File: src/tcw_regs.vh
// Constants for the transceiver configuration word bank.
// Assumes inclusion by the bank and its latch module only.
`ifndef TCW_REGS_VH
`define TCW_REGS_VH
`define TCW_WORD_W 24
`define TCW_ADDR_MSB 23
`define TCW_ADDR_LSB 21
`define TCW_ADDR_BANK0_FREQ 3'h0
`define TCW_ADDR_BANK1_FREQ 3'h1
`define TCW_ADDR_BANK1_CTRL 3'h2
`define TCW_ADDR_BANK0_CTRL 3'h3
`define TCW_ADDR_TEST 3'h7
`define TCW_WORD_RESET 24'h000000
`define TCW_FREQ_MSB 21
`define TCW_FREQ_W 22
`define TCW_FRONT_MSB 1
`define TCW_FRONT_LSB 0
`define TCW_MIXER_BIT 2
`define TCW_IF_BIT 3
`define TCW_LIMITER_BIT 4
`define TCW_RSSI_BIT 5
`define TCW_ROUTE_BIT 6
`define TCW_LOWPASS_BIT 7
`define TCW_SLICER_BIT 8
`define TCW_TXAMP_MSB 10
`define TCW_TXAMP_LSB 9
`define TCW_OSC_BIT 11
`define TCW_SYNTH_BIT 12
`define TCW_DEV_MSB 20
`define TCW_DEV_LSB 13
`define TCW_SLICER_MODE_BIT 15
`define TCW_MOD_SEL_BIT 16
`define TCW_DIVIDER_BIT 17
`define TCW_BOOST_MSB 20
`define TCW_BOOST_LSB 18
`define TCW_NUM_WORDS 4
`endif

File: src/tcw_word_latch.v
// Four 24-bit configuration latches loaded from the shift register.
// Assumes one clk domain and a one-cycle load pulse with a word index.
`timescale 1ns/1ps
`default_nettype none
`include "tcw_regs.vh"
module tcw_word_latch (
  input wire clk,
  input wire rstn,
  input wire ce,
  input wire load,
  input wire [1:0] load_idx,
  input wire [23:0] load_data,
  output wire [95:0] words
);
  reg [23:0] word_q [0:3];
  genvar i;
  generate
    for (i = 0; i < `TCW_NUM_WORDS; i = i + 1) begin : g_word
      // Only the addressed word changes; others hold.
      always @(posedge clk) begin
        if (!rstn) begin
          word_q[i] <= `TCW_WORD_RESET;
        end else if (ce && load && (load_idx == i)) begin
          word_q[i] <= load_data;
        end
      end
      assign words[i*24 +: 24] = word_q[i];
    end
  endgenerate
endmodule // tcw_word_latch
`default_nettype wire

File: src/tcw_config_bank.v
// Configuration word bank with three-wire serial loading.
// Assumes serial pins are asynchronous to clk and sampled here.
// How it works
// - Front amp field: 00,10 off; 01 low gain; 11 normal gain.
// - Mixer enable follows control bit 2.
// - Limiter follows bit 4, first IF amplifier follows bit 3.
// - Signal strength indicator enable follows bit 5.
// - Bit 6 routes lowpass input: 0 demodulator, 1 signal strength.
// - Bit 7 enables lowpass amplifier, bit 8 enables data slicer.
// - Transmit field: 00 off, 01 10 dB, 10 20 dB, 11 0 dB, modulation on.
// - Bit 12 enables the synthesizer; bit 11 enables the oscillator.
// - Demodulator on when limiter, lowpass on and route selects demodulator.
// - Bank0 frequency word holds 22-bit frequency, reset zero.
// - Bank1 frequency word holds 22-bit frequency, reset zero.
// - Bank0 control word bits 20:13 hold deviation, reset zero.
// - Bank1 control bit 15: slicer hold when 0, learning when 1.
// - Bank1 control bits 20:18 hold acquisition boost, reset zero.
// - Bank1 control bit 17: loop divider 256 when 0, 512 when 1.
// - Bank1 control bit 16 selects frequency-shift data; never write 1.
// - Words shift in MSB first on rising serial clock; keep last 24.
// - Strobe rising edge loads the addressed latch; data, clock low.
// - Mode pin selects which bank drives the radio.
`timescale 1ns/1ps
`default_nettype none
`include "tcw_regs.vh"
module tcw_config_bank (
  input wire clk,
  input wire rstn,
  input wire ce,
  input wire ser_clk,
  input wire ser_data,
  input wire ser_strobe,
  input wire mode_sel,
  output reg [1:0] front_amp_mode,
  output reg front_amp_enable,
  output reg front_amp_high_gain,
  output reg mixer_enable,
  output reg if_amp_enable,
  output reg limiter_enable,
  output reg signal_strength_enable,
  output reg baseband_route,
  output reg lowpass_amp_enable,
  output reg slicer_enable,
  output reg [1:0] tx_amp_level,
  output reg tx_amp_enable,
  output reg [1:0] tx_atten_sel,
  output reg tx_mod_enable,
  output reg oscillator_enable,
  output reg synth_enable,
  output reg demod_enable,
  output reg [21:0] freq_word,
  output reg [21:0] freq_word_bank0,
  output reg [21:0] freq_word_bank1,
  output reg [7:0] fsk_deviation,
  output reg slicer_hold_learn,
  output reg [2:0] acquisition_boost,
  output reg loop_divider_ratio,
  output reg modulation_select,
  output reg test_latch_hit
);
  localparam ST_IDLE = 1'b0;
  localparam ST_LOADED = 1'b1;

  // Maps a three-bit address onto a latch index; valid when a known word.
  function [2:0] addr_decode;
    input [2:0] addr;
    begin
      case (addr)
        `TCW_ADDR_BANK0_FREQ: addr_decode = 3'h4;
        `TCW_ADDR_BANK1_FREQ: addr_decode = 3'h5;
        `TCW_ADDR_BANK1_CTRL: addr_decode = 3'h6;
        `TCW_ADDR_BANK0_CTRL: addr_decode = 3'h7;
        default: addr_decode = 3'h0;
      endcase
    end
  endfunction

  // Three-stage samplers for the asynchronous pins.
  reg [2:0] sclk_q, sdat_q, sstb_q, mode_q;
  reg sclk_st_q, sstb_st_q, mode_st_q;
  reg [23:0] shift_q;
  reg state_q;
  reg load_q;
  reg [1:0] load_idx_q;
  reg [23:0] load_data_q;
  wire [95:0] words;
  wire [2:0] dec;
  wire sclk_rise;
  wire sstb_rise;
  wire [23:0] w_freq0, w_freq1, w_ctrl1, w_ctrl0, w_ctrl;
  wire [2:0] sclk_d, sdat_d, sstb_d, mode_d;

  assign sclk_d = {sclk_q[1:0], ser_clk};
  assign sdat_d = {sdat_q[1:0], ser_data};
  assign sstb_d = {sstb_q[1:0], ser_strobe};
  assign mode_d = {mode_q[1:0], mode_sel};

  always @(posedge clk) begin
    if (!rstn) begin
      sclk_q <= 3'h0;
      sdat_q <= 3'h0;
      sstb_q <= 3'h0;
      mode_q <= 3'h0;
    end else if (ce) begin
      sclk_q <= sclk_d;
      sdat_q <= sdat_d;
      sstb_q <= sstb_d;
      mode_q <= mode_d;
    end
  end

  // A pin counts as changed once stages two and three agree.
  always @(posedge clk) begin
    if (!rstn) begin
      sclk_st_q <= 1'b0;
      sstb_st_q <= 1'b0;
      mode_st_q <= 1'b0;
    end else if (ce) begin
      if (sclk_q[1] == sclk_q[2]) begin
        sclk_st_q <= sclk_q[2];
      end
      if (sstb_q[1] == sstb_q[2]) begin
        sstb_st_q <= sstb_q[2];
      end
      if (mode_q[1] == mode_q[2]) begin
        mode_st_q <= mode_q[2];
      end
    end
  end

  assign sclk_rise = (sclk_q[1] == sclk_q[2]) && sclk_q[2] && !sclk_st_q;
  assign sstb_rise = (sstb_q[1] == sstb_q[2]) && sstb_q[2] && !sstb_st_q;
  assign dec = addr_decode(shift_q[`TCW_ADDR_MSB:`TCW_ADDR_LSB]);

  // Shift MSB first; older leading bits fall off the top.
  always @(posedge clk) begin
    if (!rstn) begin
      shift_q <= `TCW_WORD_RESET;
    end else if (ce && sclk_rise && !sstb_st_q) begin
      shift_q <= {shift_q[22:0], sdat_q[2]};
    end
  end

  // Strobe rise hands the shifted word to the addressed latch.
  always @(posedge clk) begin
    if (!rstn) begin
      state_q <= ST_IDLE;
      load_q <= 1'b0;
      load_idx_q <= 2'h0;
      load_data_q <= `TCW_WORD_RESET;
      test_latch_hit <= 1'b0;
    end else if (ce) begin
      load_q <= 1'b0;
      case (state_q)
        ST_IDLE: begin
          if (sstb_rise) begin
            state_q <= ST_LOADED;
            load_q <= dec[2];
            load_idx_q <= dec[1:0];
            load_data_q <= shift_q;
            if (shift_q[`TCW_ADDR_MSB:`TCW_ADDR_LSB] == `TCW_ADDR_TEST) begin
              test_latch_hit <= (shift_q[20:0] != 21'h000000);
            end
          end
        end
        ST_LOADED: begin
          if (!sstb_st_q) begin
            state_q <= ST_IDLE;
          end
        end
        default: state_q <= ST_IDLE;
      endcase
    end
  end

  tcw_word_latch u_latch (
    .clk(clk),
    .rstn(rstn),
    .ce(ce),
    .load(load_q),
    .load_idx(load_idx_q),
    .load_data(load_data_q),
    .words(words)
  );

  assign w_freq0 = words[23:0];
  assign w_freq1 = words[47:24];
  assign w_ctrl1 = words[71:48];
  assign w_ctrl0 = words[95:72];
  // The mode pin picks the active bank of enables and frequency.
  assign w_ctrl = mode_st_q ? w_ctrl1 : w_ctrl0;

  always @(posedge clk) begin
    if (!rstn) begin
      front_amp_mode <= 2'h0;
      front_amp_enable <= 1'b0;
      front_amp_high_gain <= 1'b0;
      mixer_enable <= 1'b0;
      if_amp_enable <= 1'b0;
      limiter_enable <= 1'b0;
      signal_strength_enable <= 1'b0;
      baseband_route <= 1'b0;
      lowpass_amp_enable <= 1'b0;
      slicer_enable <= 1'b0;
      tx_amp_level <= 2'h0;
      tx_amp_enable <= 1'b0;
      tx_atten_sel <= 2'h0;
      tx_mod_enable <= 1'b0;
      oscillator_enable <= 1'b0;
      synth_enable <= 1'b0;
      demod_enable <= 1'b0;
      freq_word <= 22'h000000;
      freq_word_bank0 <= 22'h000000;
      freq_word_bank1 <= 22'h000000;
      fsk_deviation <= 8'h00;
      slicer_hold_learn <= 1'b0;
      acquisition_boost <= 3'h0;
      loop_divider_ratio <= 1'b0;
      modulation_select <= 1'b0;
    end else if (ce) begin
      front_amp_mode <= w_ctrl[`TCW_FRONT_MSB:`TCW_FRONT_LSB];
      // Only 01 and 11 power the front amp; bit 1 picks gain.
      front_amp_enable <= w_ctrl[`TCW_FRONT_LSB];
      front_amp_high_gain <= w_ctrl[`TCW_FRONT_LSB] & w_ctrl[`TCW_FRONT_MSB];
      mixer_enable <= w_ctrl[`TCW_MIXER_BIT];
      if_amp_enable <= w_ctrl[`TCW_IF_BIT];
      limiter_enable <= w_ctrl[`TCW_LIMITER_BIT];
      signal_strength_enable <= w_ctrl[`TCW_RSSI_BIT];
      baseband_route <= w_ctrl[`TCW_ROUTE_BIT];
      lowpass_amp_enable <= w_ctrl[`TCW_LOWPASS_BIT];
      slicer_enable <= w_ctrl[`TCW_SLICER_BIT];
      tx_amp_level <= w_ctrl[`TCW_TXAMP_MSB:`TCW_TXAMP_LSB];
      // Attenuation code: 0 for 0 dB, 1 for 10 dB, 2 for 20 dB.
      tx_amp_enable <= |w_ctrl[`TCW_TXAMP_MSB:`TCW_TXAMP_LSB];
      tx_mod_enable <= |w_ctrl[`TCW_TXAMP_MSB:`TCW_TXAMP_LSB];
      case (w_ctrl[`TCW_TXAMP_MSB:`TCW_TXAMP_LSB])
        2'h1: tx_atten_sel <= 2'h1;
        2'h2: tx_atten_sel <= 2'h2;
        default: tx_atten_sel <= 2'h0;
      endcase
      // The bit is passed through as written by the controller.
      oscillator_enable <= w_ctrl[`TCW_OSC_BIT];
      synth_enable <= w_ctrl[`TCW_SYNTH_BIT];
      // Demodulator follows limiter, lowpass and route.
      demod_enable <= w_ctrl[`TCW_LIMITER_BIT] & w_ctrl[`TCW_LOWPASS_BIT] &
                      ~w_ctrl[`TCW_ROUTE_BIT];
      freq_word_bank0 <= w_freq0[`TCW_FREQ_MSB:0];
      freq_word_bank1 <= w_freq1[`TCW_FREQ_MSB:0];
      freq_word <= mode_st_q ? w_freq1[`TCW_FREQ_MSB:0] :
                   w_freq0[`TCW_FREQ_MSB:0];
      fsk_deviation <= w_ctrl0[`TCW_DEV_MSB:`TCW_DEV_LSB];
      slicer_hold_learn <= w_ctrl1[`TCW_SLICER_MODE_BIT];
      acquisition_boost <= w_ctrl1[`TCW_BOOST_MSB:`TCW_BOOST_LSB];
      loop_divider_ratio <= w_ctrl1[`TCW_DIVIDER_BIT];
      modulation_select <= w_ctrl1[`TCW_MOD_SEL_BIT];
    end
  end
endmodule // tcw_config_bank
`default_nettype wire

File: config.mk
export PLATFORM = sky130hd
export DESIGN_NAME = tcw_config_bank
export DESIGN_NICKNAME = d
export VERILOG_FILES = /design/src/tcw_word_latch.v /design/src/tcw_config_bank.v
export VERILOG_INCLUDE_DIRS = /design/src
export SDC_FILE = /design/constraint.sdc
export NUM_CORES = 1
export LEC_CHECK = 0
export ABC_AREA = 1
export BUFFER_PORTS_ARGS = -buffer_cell sky130_fd_sc_hd__buf_4
export CORE_MARGIN = 5
export CORE_UTILIZATION = 55
export DETAILED_ROUTE_END_ITERATION = 10
export GPL_ROUTABILITY_DRIVEN = 0
export PLACE_DENSITY = 0.76
export REMOVE_ABC_BUFFERS = 1
export SETUP_SLACK_MARGIN = 0.5
export SLEW_MARGIN = 0
export SYNTH_ARGS = -nofsm -noshare
export SYNTH_HDL_FRONTEND = slang
export SYNTH_HIERARCHICAL = 1
export SYNTH_SLANG_ARGS = --single-unit
File: constraint.sdc
create_clock -name clk -period 5.9 [get_ports clk]
set_clock_uncertainty 0.2 [all_clocks]
set_input_delay 1.18 -clock clk [delete_from_list [all_inputs] [get_ports clk]]
set_output_delay 1.18 -clock clk [all_outputs]
set_load 0.01 [all_outputs]
==> results of run 1 <==
[area by class of cell]
cell class                      instances  area, µm²  share of cell area
Clock inverter                         10      131.4             0.01184
Clock buffer                           38      839.6             0.07569
Tap cell                              220      275.3             0.02482
Inverter                               73      274.0             0.02470
Sequential cell                       248       5806              0.5234
Multi-Input combinational cell        663       2910              0.2624
Timing Repair Buffer                  114      855.8             0.07716
[stage by stage]
stage / instances / util / instance area (µm²) / total power [mW]
after CTS: 1366 / 0.6665 / 11090 / 3.910
after detailed placement: 1318 / 0.6082 / 10120 / 2.145
after global routing: 1366 / 0.6665 / 11090 / 4.023
after global placement: 1318 / 0.6082 / 10120 / 2.138
final: 1366 / 0.6665 / 11090 / 3.882
after floorplan: 984 / - / 8986 / 2.015
[metal layers]
metal | routed length (µm) | vias up | track usage
li1 | - | 3544 | -
met1 | 8806 | 3376 | 0.2638
met2 | 9535 | 203 | 0.3291
met3 | 1276 | 43 | 0.03386
met4 | 531 | 0 | 0.07751
met5 | 0 | - | 0
[critical path: cells and delay by family]
kind,cells,cell delay (ps)
AND/OR/NAND/NOR,3,950
buffers and inverters,2,1080
[how the worst max path moves through the flow]
stage,endpoint,slack [ps],start,cells after the start
CTS,shift_q[6],2950,ce,5
finish,shift_q[6],2920,ce,5
global placement,shift_q[3],2440,ce,5
global route,shift_q[19],2680,ce,5
floorplan,u_latch/word_q[3][0],2470,ce,2
detailed placement,shift_q[12],2400,ce,5
[sequential cells by signal, indices dropped and copies added, names as in the netlist, 2 cells and up]
| register | flops |
|---|---|
| load_data_q | 22 |
| freq_word | 22 |
| sdat_q | 3 |
| sstb_q | 3 |
| freq_word_bank0 | 22 |
| acquisition_boost | 3 |
| u_latch/word_q | 84 |
| freq_word_bank1 | 22 |
| tx_atten_sel | 2 |
| tx_amp_level | 2 |
| front_amp_mode | 2 |
| shift_q | 24 |
| load_idx_q | 2 |
| sclk_q | 3 |
| mode_q | 3 |
| fsk_deviation | 8 |
[power by group]
part / internal, mW / total [mW] / switching [mW]
clock: 1.12 / 1.78 / 0.660
combinational: 0.0940 / 0.235 / 0.141
sequential: 1.83 / 1.87 / 0.0369
total: 3.04 / 3.88 / 0.838
==> results.md, run 1 <==
* Commonest non-fill, non-tap cells in the layout: nor2_1 (329), dfxtp_1 (164), buf_4 (114)
* CP Capture Type: flip-flop
* Setup repair after global routing missed its margin: false
* Path type of the worst min-delay path: reg -> reg
* TritonCTS clock tree: done
* H-tree levels at 1
* Via density per instance at 5.246
* Total via count after detailed routing at 7,166
* # hold bufs at CTS at 0
* Final count of hold timing violations at 0
* Fin crit period at 2980 ps
* Hold EP: load_data_q[21]
* Worst Setup Slack post-DPL at 2404 ps
* Standard cell core area at 16,640 µm²
* Max stage delay cell, worst path: inv_1
* CP Cell Sequence: buf_4 > nand3_1 > inv_1 > nor2_1 > nor2_1
* Final setup fails at 0
* Mean Syn Cell Area at 8.919 µm²
* Wire length of the first global-routing pass at 32,930 µm
* Total GRT Usage at 0.1993
* Sink count of the clock tree at 248
* Cell leakage power at 4.587 nW
* Worst-path fanout max at 29
* Count of fill cells added during filler insertion at 1,311
* DIE AREA at 19,790 µm²
* Worst flop-to-flop path startpoint: sclk_q[2]
* Max-cap violations at 0
* Largest buffer count on any clock path at 3
* Worst VDD drop at 215.2 µV
* Post-Route Hold Slack at 264.0 ps
* Cell row count at 47
* Number of top-level pins at 108
* Diode insertion count for antenna repair at 0
* Warning count from the yosys run at 6
* Maximum clock frequency at 335.6 MHz
* Avg WL per Cell at 14.75 µm
* Commonest non-fill, non-tap cell in the layout: nor2_1
* Via count of the first global-routing pass at 6,744
* Worst Hold Path Cells at 2
* Clk root buf: clkbuf_16
* R2R Path End: shift_q[6]
* Cell occurring most often along the worst timing path: nor2_1
* Final Max Tran Viols at 0
* Power density over the cells at 350.0 nW/µm²
* Outcome: finished, final reports clean
* Number of violations reported at the end of detailed-routing iteration 0 at 558
* Height of the chip at 140.7 µm
* Clock Latency Late Sink at 520 ps
* Worst-case setup margin in the final layout at 2920 ps
* Die boundary width at 140.7 µm
* Startpoint type of the worst setup path: input pin
* Fraction of final layout cells sized beyond drive strength 1 at 0.1518
* Worst rel slew slack at 0.2147
* Category of the critical setup timing path: in -> reg
* Arr. time, crit path at 3230 ps
* Number of antenna violations at the first check in global routing at 0
* Final total negative setup slack at 0 ps
* Number of buffers added by the clock tree synthesis step at 26
* Cell area after technology mapping at 9392 µm²
* Pin count of the biggest net entering global routing at 116
* Clock-pin transition on the worst setup and hold timing paths at 60 ps
* Buffers inserted by post-CTS timing repair at 0
* Total gr overflow at 0
* Final period utilization at 0.5050
* Worst Path Required at 6150 ps
* Register-to-register setup slack at 3290 ps
* Slew at the pin with the worst max-slew slack at 1175 ps
* Detailed-router iteration count before antenna repair at 5
* Number of gates resized after cts at 0
* Hold_sp: load_data_q[21]
* Remaining DRCs at 0
* Remaining number of nets flagged by the antenna check after routing at 0
* Count of nets after finishing at 1,135
* Post-synthesis cell count at 1,053
* Post-detail-place hpwl at 11,770 µm
* Largest incremental delay on the critical path at 830 ps
* Layout Area Growth over Synthesis at 18.11%
* Depth of the worst register-to-register path at 7
* DRT Wirelength at 20,150 µm
* Port bufs at 107
* Initial core utilization at 0.5643
Note: power is estimated with default switching activity, not from simulation.
==> run 2, diff against run 1 <==
CORE_UTILIZATION = 53   (was 55)
clock period = 2.6 ns   (was 5.9 ns; I/O delays follow)
==> results.md, run 2 (synthesis results as in run 1) <==
* Outcome: finished, final reports clean
* Remaining number of nets flagged by the antenna check after routing at 0
* Final total negative setup slack at 0 ps
* Depth of the worst register-to-register path at 3
* Hold_sp: ser_clk
* Worst rel slew slack at 0.5284
* Worst Path Required at 2600 ps
* DRT Wirelength at 19,790 µm
* Via density per instance at 5.164
* Startpoint type of the worst setup path: flip-flop
* Count of nets after finishing at 1,143
* Commonest non-fill, non-tap cell in the layout: nor2_1
* Worst Setup Slack post-DPL at 397.4 ps
* Wire length of the first global-routing pass at 32,080 µm
* Worst-path fanout max at 11
* Largest incremental delay on the critical path at 570 ps
* Register-to-register setup slack at 670 ps
* Sink count of the clock tree at 248
* Post-detail-place hpwl at 12,120 µm
* Via count of the first global-routing pass at 6,528
* Buffers inserted by post-CTS timing repair at 0
* Diode insertion count for antenna repair at 0
* Commonest non-fill, non-tap cells in the layout: nor2_1 (329), dfxtp_1 (164), buf_4 (120)
* TritonCTS clock tree: done
* Avg WL per Cell at 14.37 µm
* Fraction of final layout cells sized beyond drive strength 1 at 0.1502
* Final period utilization at 0.7437
* Height of the chip at 143.1 µm
* Top register by number of flip-flops: u_latch/word_q
* Register cell area after layout at 5806 µm²
* Total power at 8.221 mW
* R2R Path End: u_latch/word_q[3][6]
* Number of antenna violations at the first check in global routing at 0
* Number of buffers added by the clock tree synthesis step at 25
* Worst flop-to-flop path startpoint: load_idx_q[1]
* Arr. time, crit path at 1930 ps
* Clock Latency Late Sink at 500 ps
* Final count of hold timing violations at 0
* Cell family contributing the most delay on the critical path: compound AO/OA/AOI/OAI gates
* Clock-pin transition on the worst setup and hold timing paths at 60 ps
* Maximum clock frequency at 517.1 MHz
* Number of gates resized after cts at 0
* Die boundary width at 143.1 µm
* Hold EP: sclk_q[0]
* Port bufs at 107
* CP Buf/Inv Count at 1
* Path type of the worst min-delay path: in -> reg
* Total GRT Usage at 0.1913
* Pin count of the biggest net entering global routing at 136
* Number of violations reported at the end of detailed-routing iteration 0 at 511
* Category of the critical setup timing path: reg -> reg
* Count of fill cells added during filler insertion at 1,448
* Final Max Tran Viols at 0
* Standard cell core area at 17,360 µm²
* Initial core utilization at 0.5411
* DIE AREA at 20,480 µm²
* Power density over the cells at 745.0 nW/µm²
* Detailed-router iteration count before antenna repair at 5
* Final setup fails at 0
* Max stage delay cell, worst path: o21ai_2
* Total gr overflow at 0
* Fin crit period at 1934 ps
* Final design utilization at 0.6357
* Cell leakage power at 4.557 nW
* Max-cap violations at 0
* Layout Area Growth over Synthesis at 17.49%
* Number of top-level pins at 108
* Worst VDD drop at 495.5 µV
* CP Capture Type: flip-flop
* CP Cell Sequence: nand2_1 > o21ai_2 > buf_4
* Total via count after detailed routing at 7,111
* Post-Route Hold Slack at 37.98 ps
* Largest buffer count on any clock path at 3
* Worst Hold Path Cells at 3
* Area of the multi-input gates at 2910 µm²
* Largest register FFs at 84
* # hold bufs at CTS at 0
* Remaining DRCs at 0
* Slew at the pin with the worst max-slew slack at 706.7 ps
* Setup repair after global routing missed its margin: false
* Cell row count at 48
* Worst-case setup margin in the final layout at 666.3 ps
* H-tree levels at 1
* Registers with the most flip-flops: u_latch/word_q (84), shift_q (24)
* Clk root buf: clkbuf_16
[run 2: power by group]
part / internal, mW / switching [mW] / total (mW) / leakage [nW]
logic: 0.223 / 0.321 / 0.543 / 1.96
clock network: 2.04 / 1.40 / 3.43 / 0.384
registers: 4.16 / 0.0819 / 4.24 / 2.21
total: 6.42 / 1.80 / 8.22 / 4.56
[run 2: layout make-up]
class                      count  area share
sequential                   248      0.5261
multi-input combinational    663      0.2637
timing repair buffer         123     0.08708
clock buffer                  35     0.06565
tap                          225     0.02551
inverter                      73     0.02483
clock inverter                10    0.007030
[run 2: how the worst max path moves through the flow]
stage                  start  slack (ps)                    to  depth (start not counted)
4_1_cts        load_idx_q[1]         710  u_latch/word_q[3][0]                          3
6_report       load_idx_q[1]         670  u_latch/word_q[3][6]                          3
3_5_place_dp              ce         400  u_latch/word_q[3][2]                          4
3_3_place_gp              ce         430  u_latch/word_q[3][3]                          4
5_1_grt        load_idx_q[1]         600  u_latch/word_q[3][3]                          3
2_1_floorplan             ce        -170  u_latch/word_q[3][0]                          2
[run 2: metal layers]
metal,up-vias,part of all wire,track usage
li1,3561,-,-
met1,3318,0.44,0.2647
met2,200,0.47,0.3145
met3,32,0.065,0.02914
met4,0,0.018,0.05453
met5,-,0,0
[run 2: through the flow]
stage | cell area (µm²) | std cells
after global routing | 11030 | 1377
after floorplan | 8986 | 984
after detailed placement | 10230 | 1332
after global placement | 10230 | 1332
after CTS | 11030 | 1377
final | 11030 | 1377
[run 2: worst reg2reg max path, cell delays in order (launching register included)]
cell	delay, ps
dfxtp_1	410
nand2_1	110
o21ai_2	570
buf_4	350
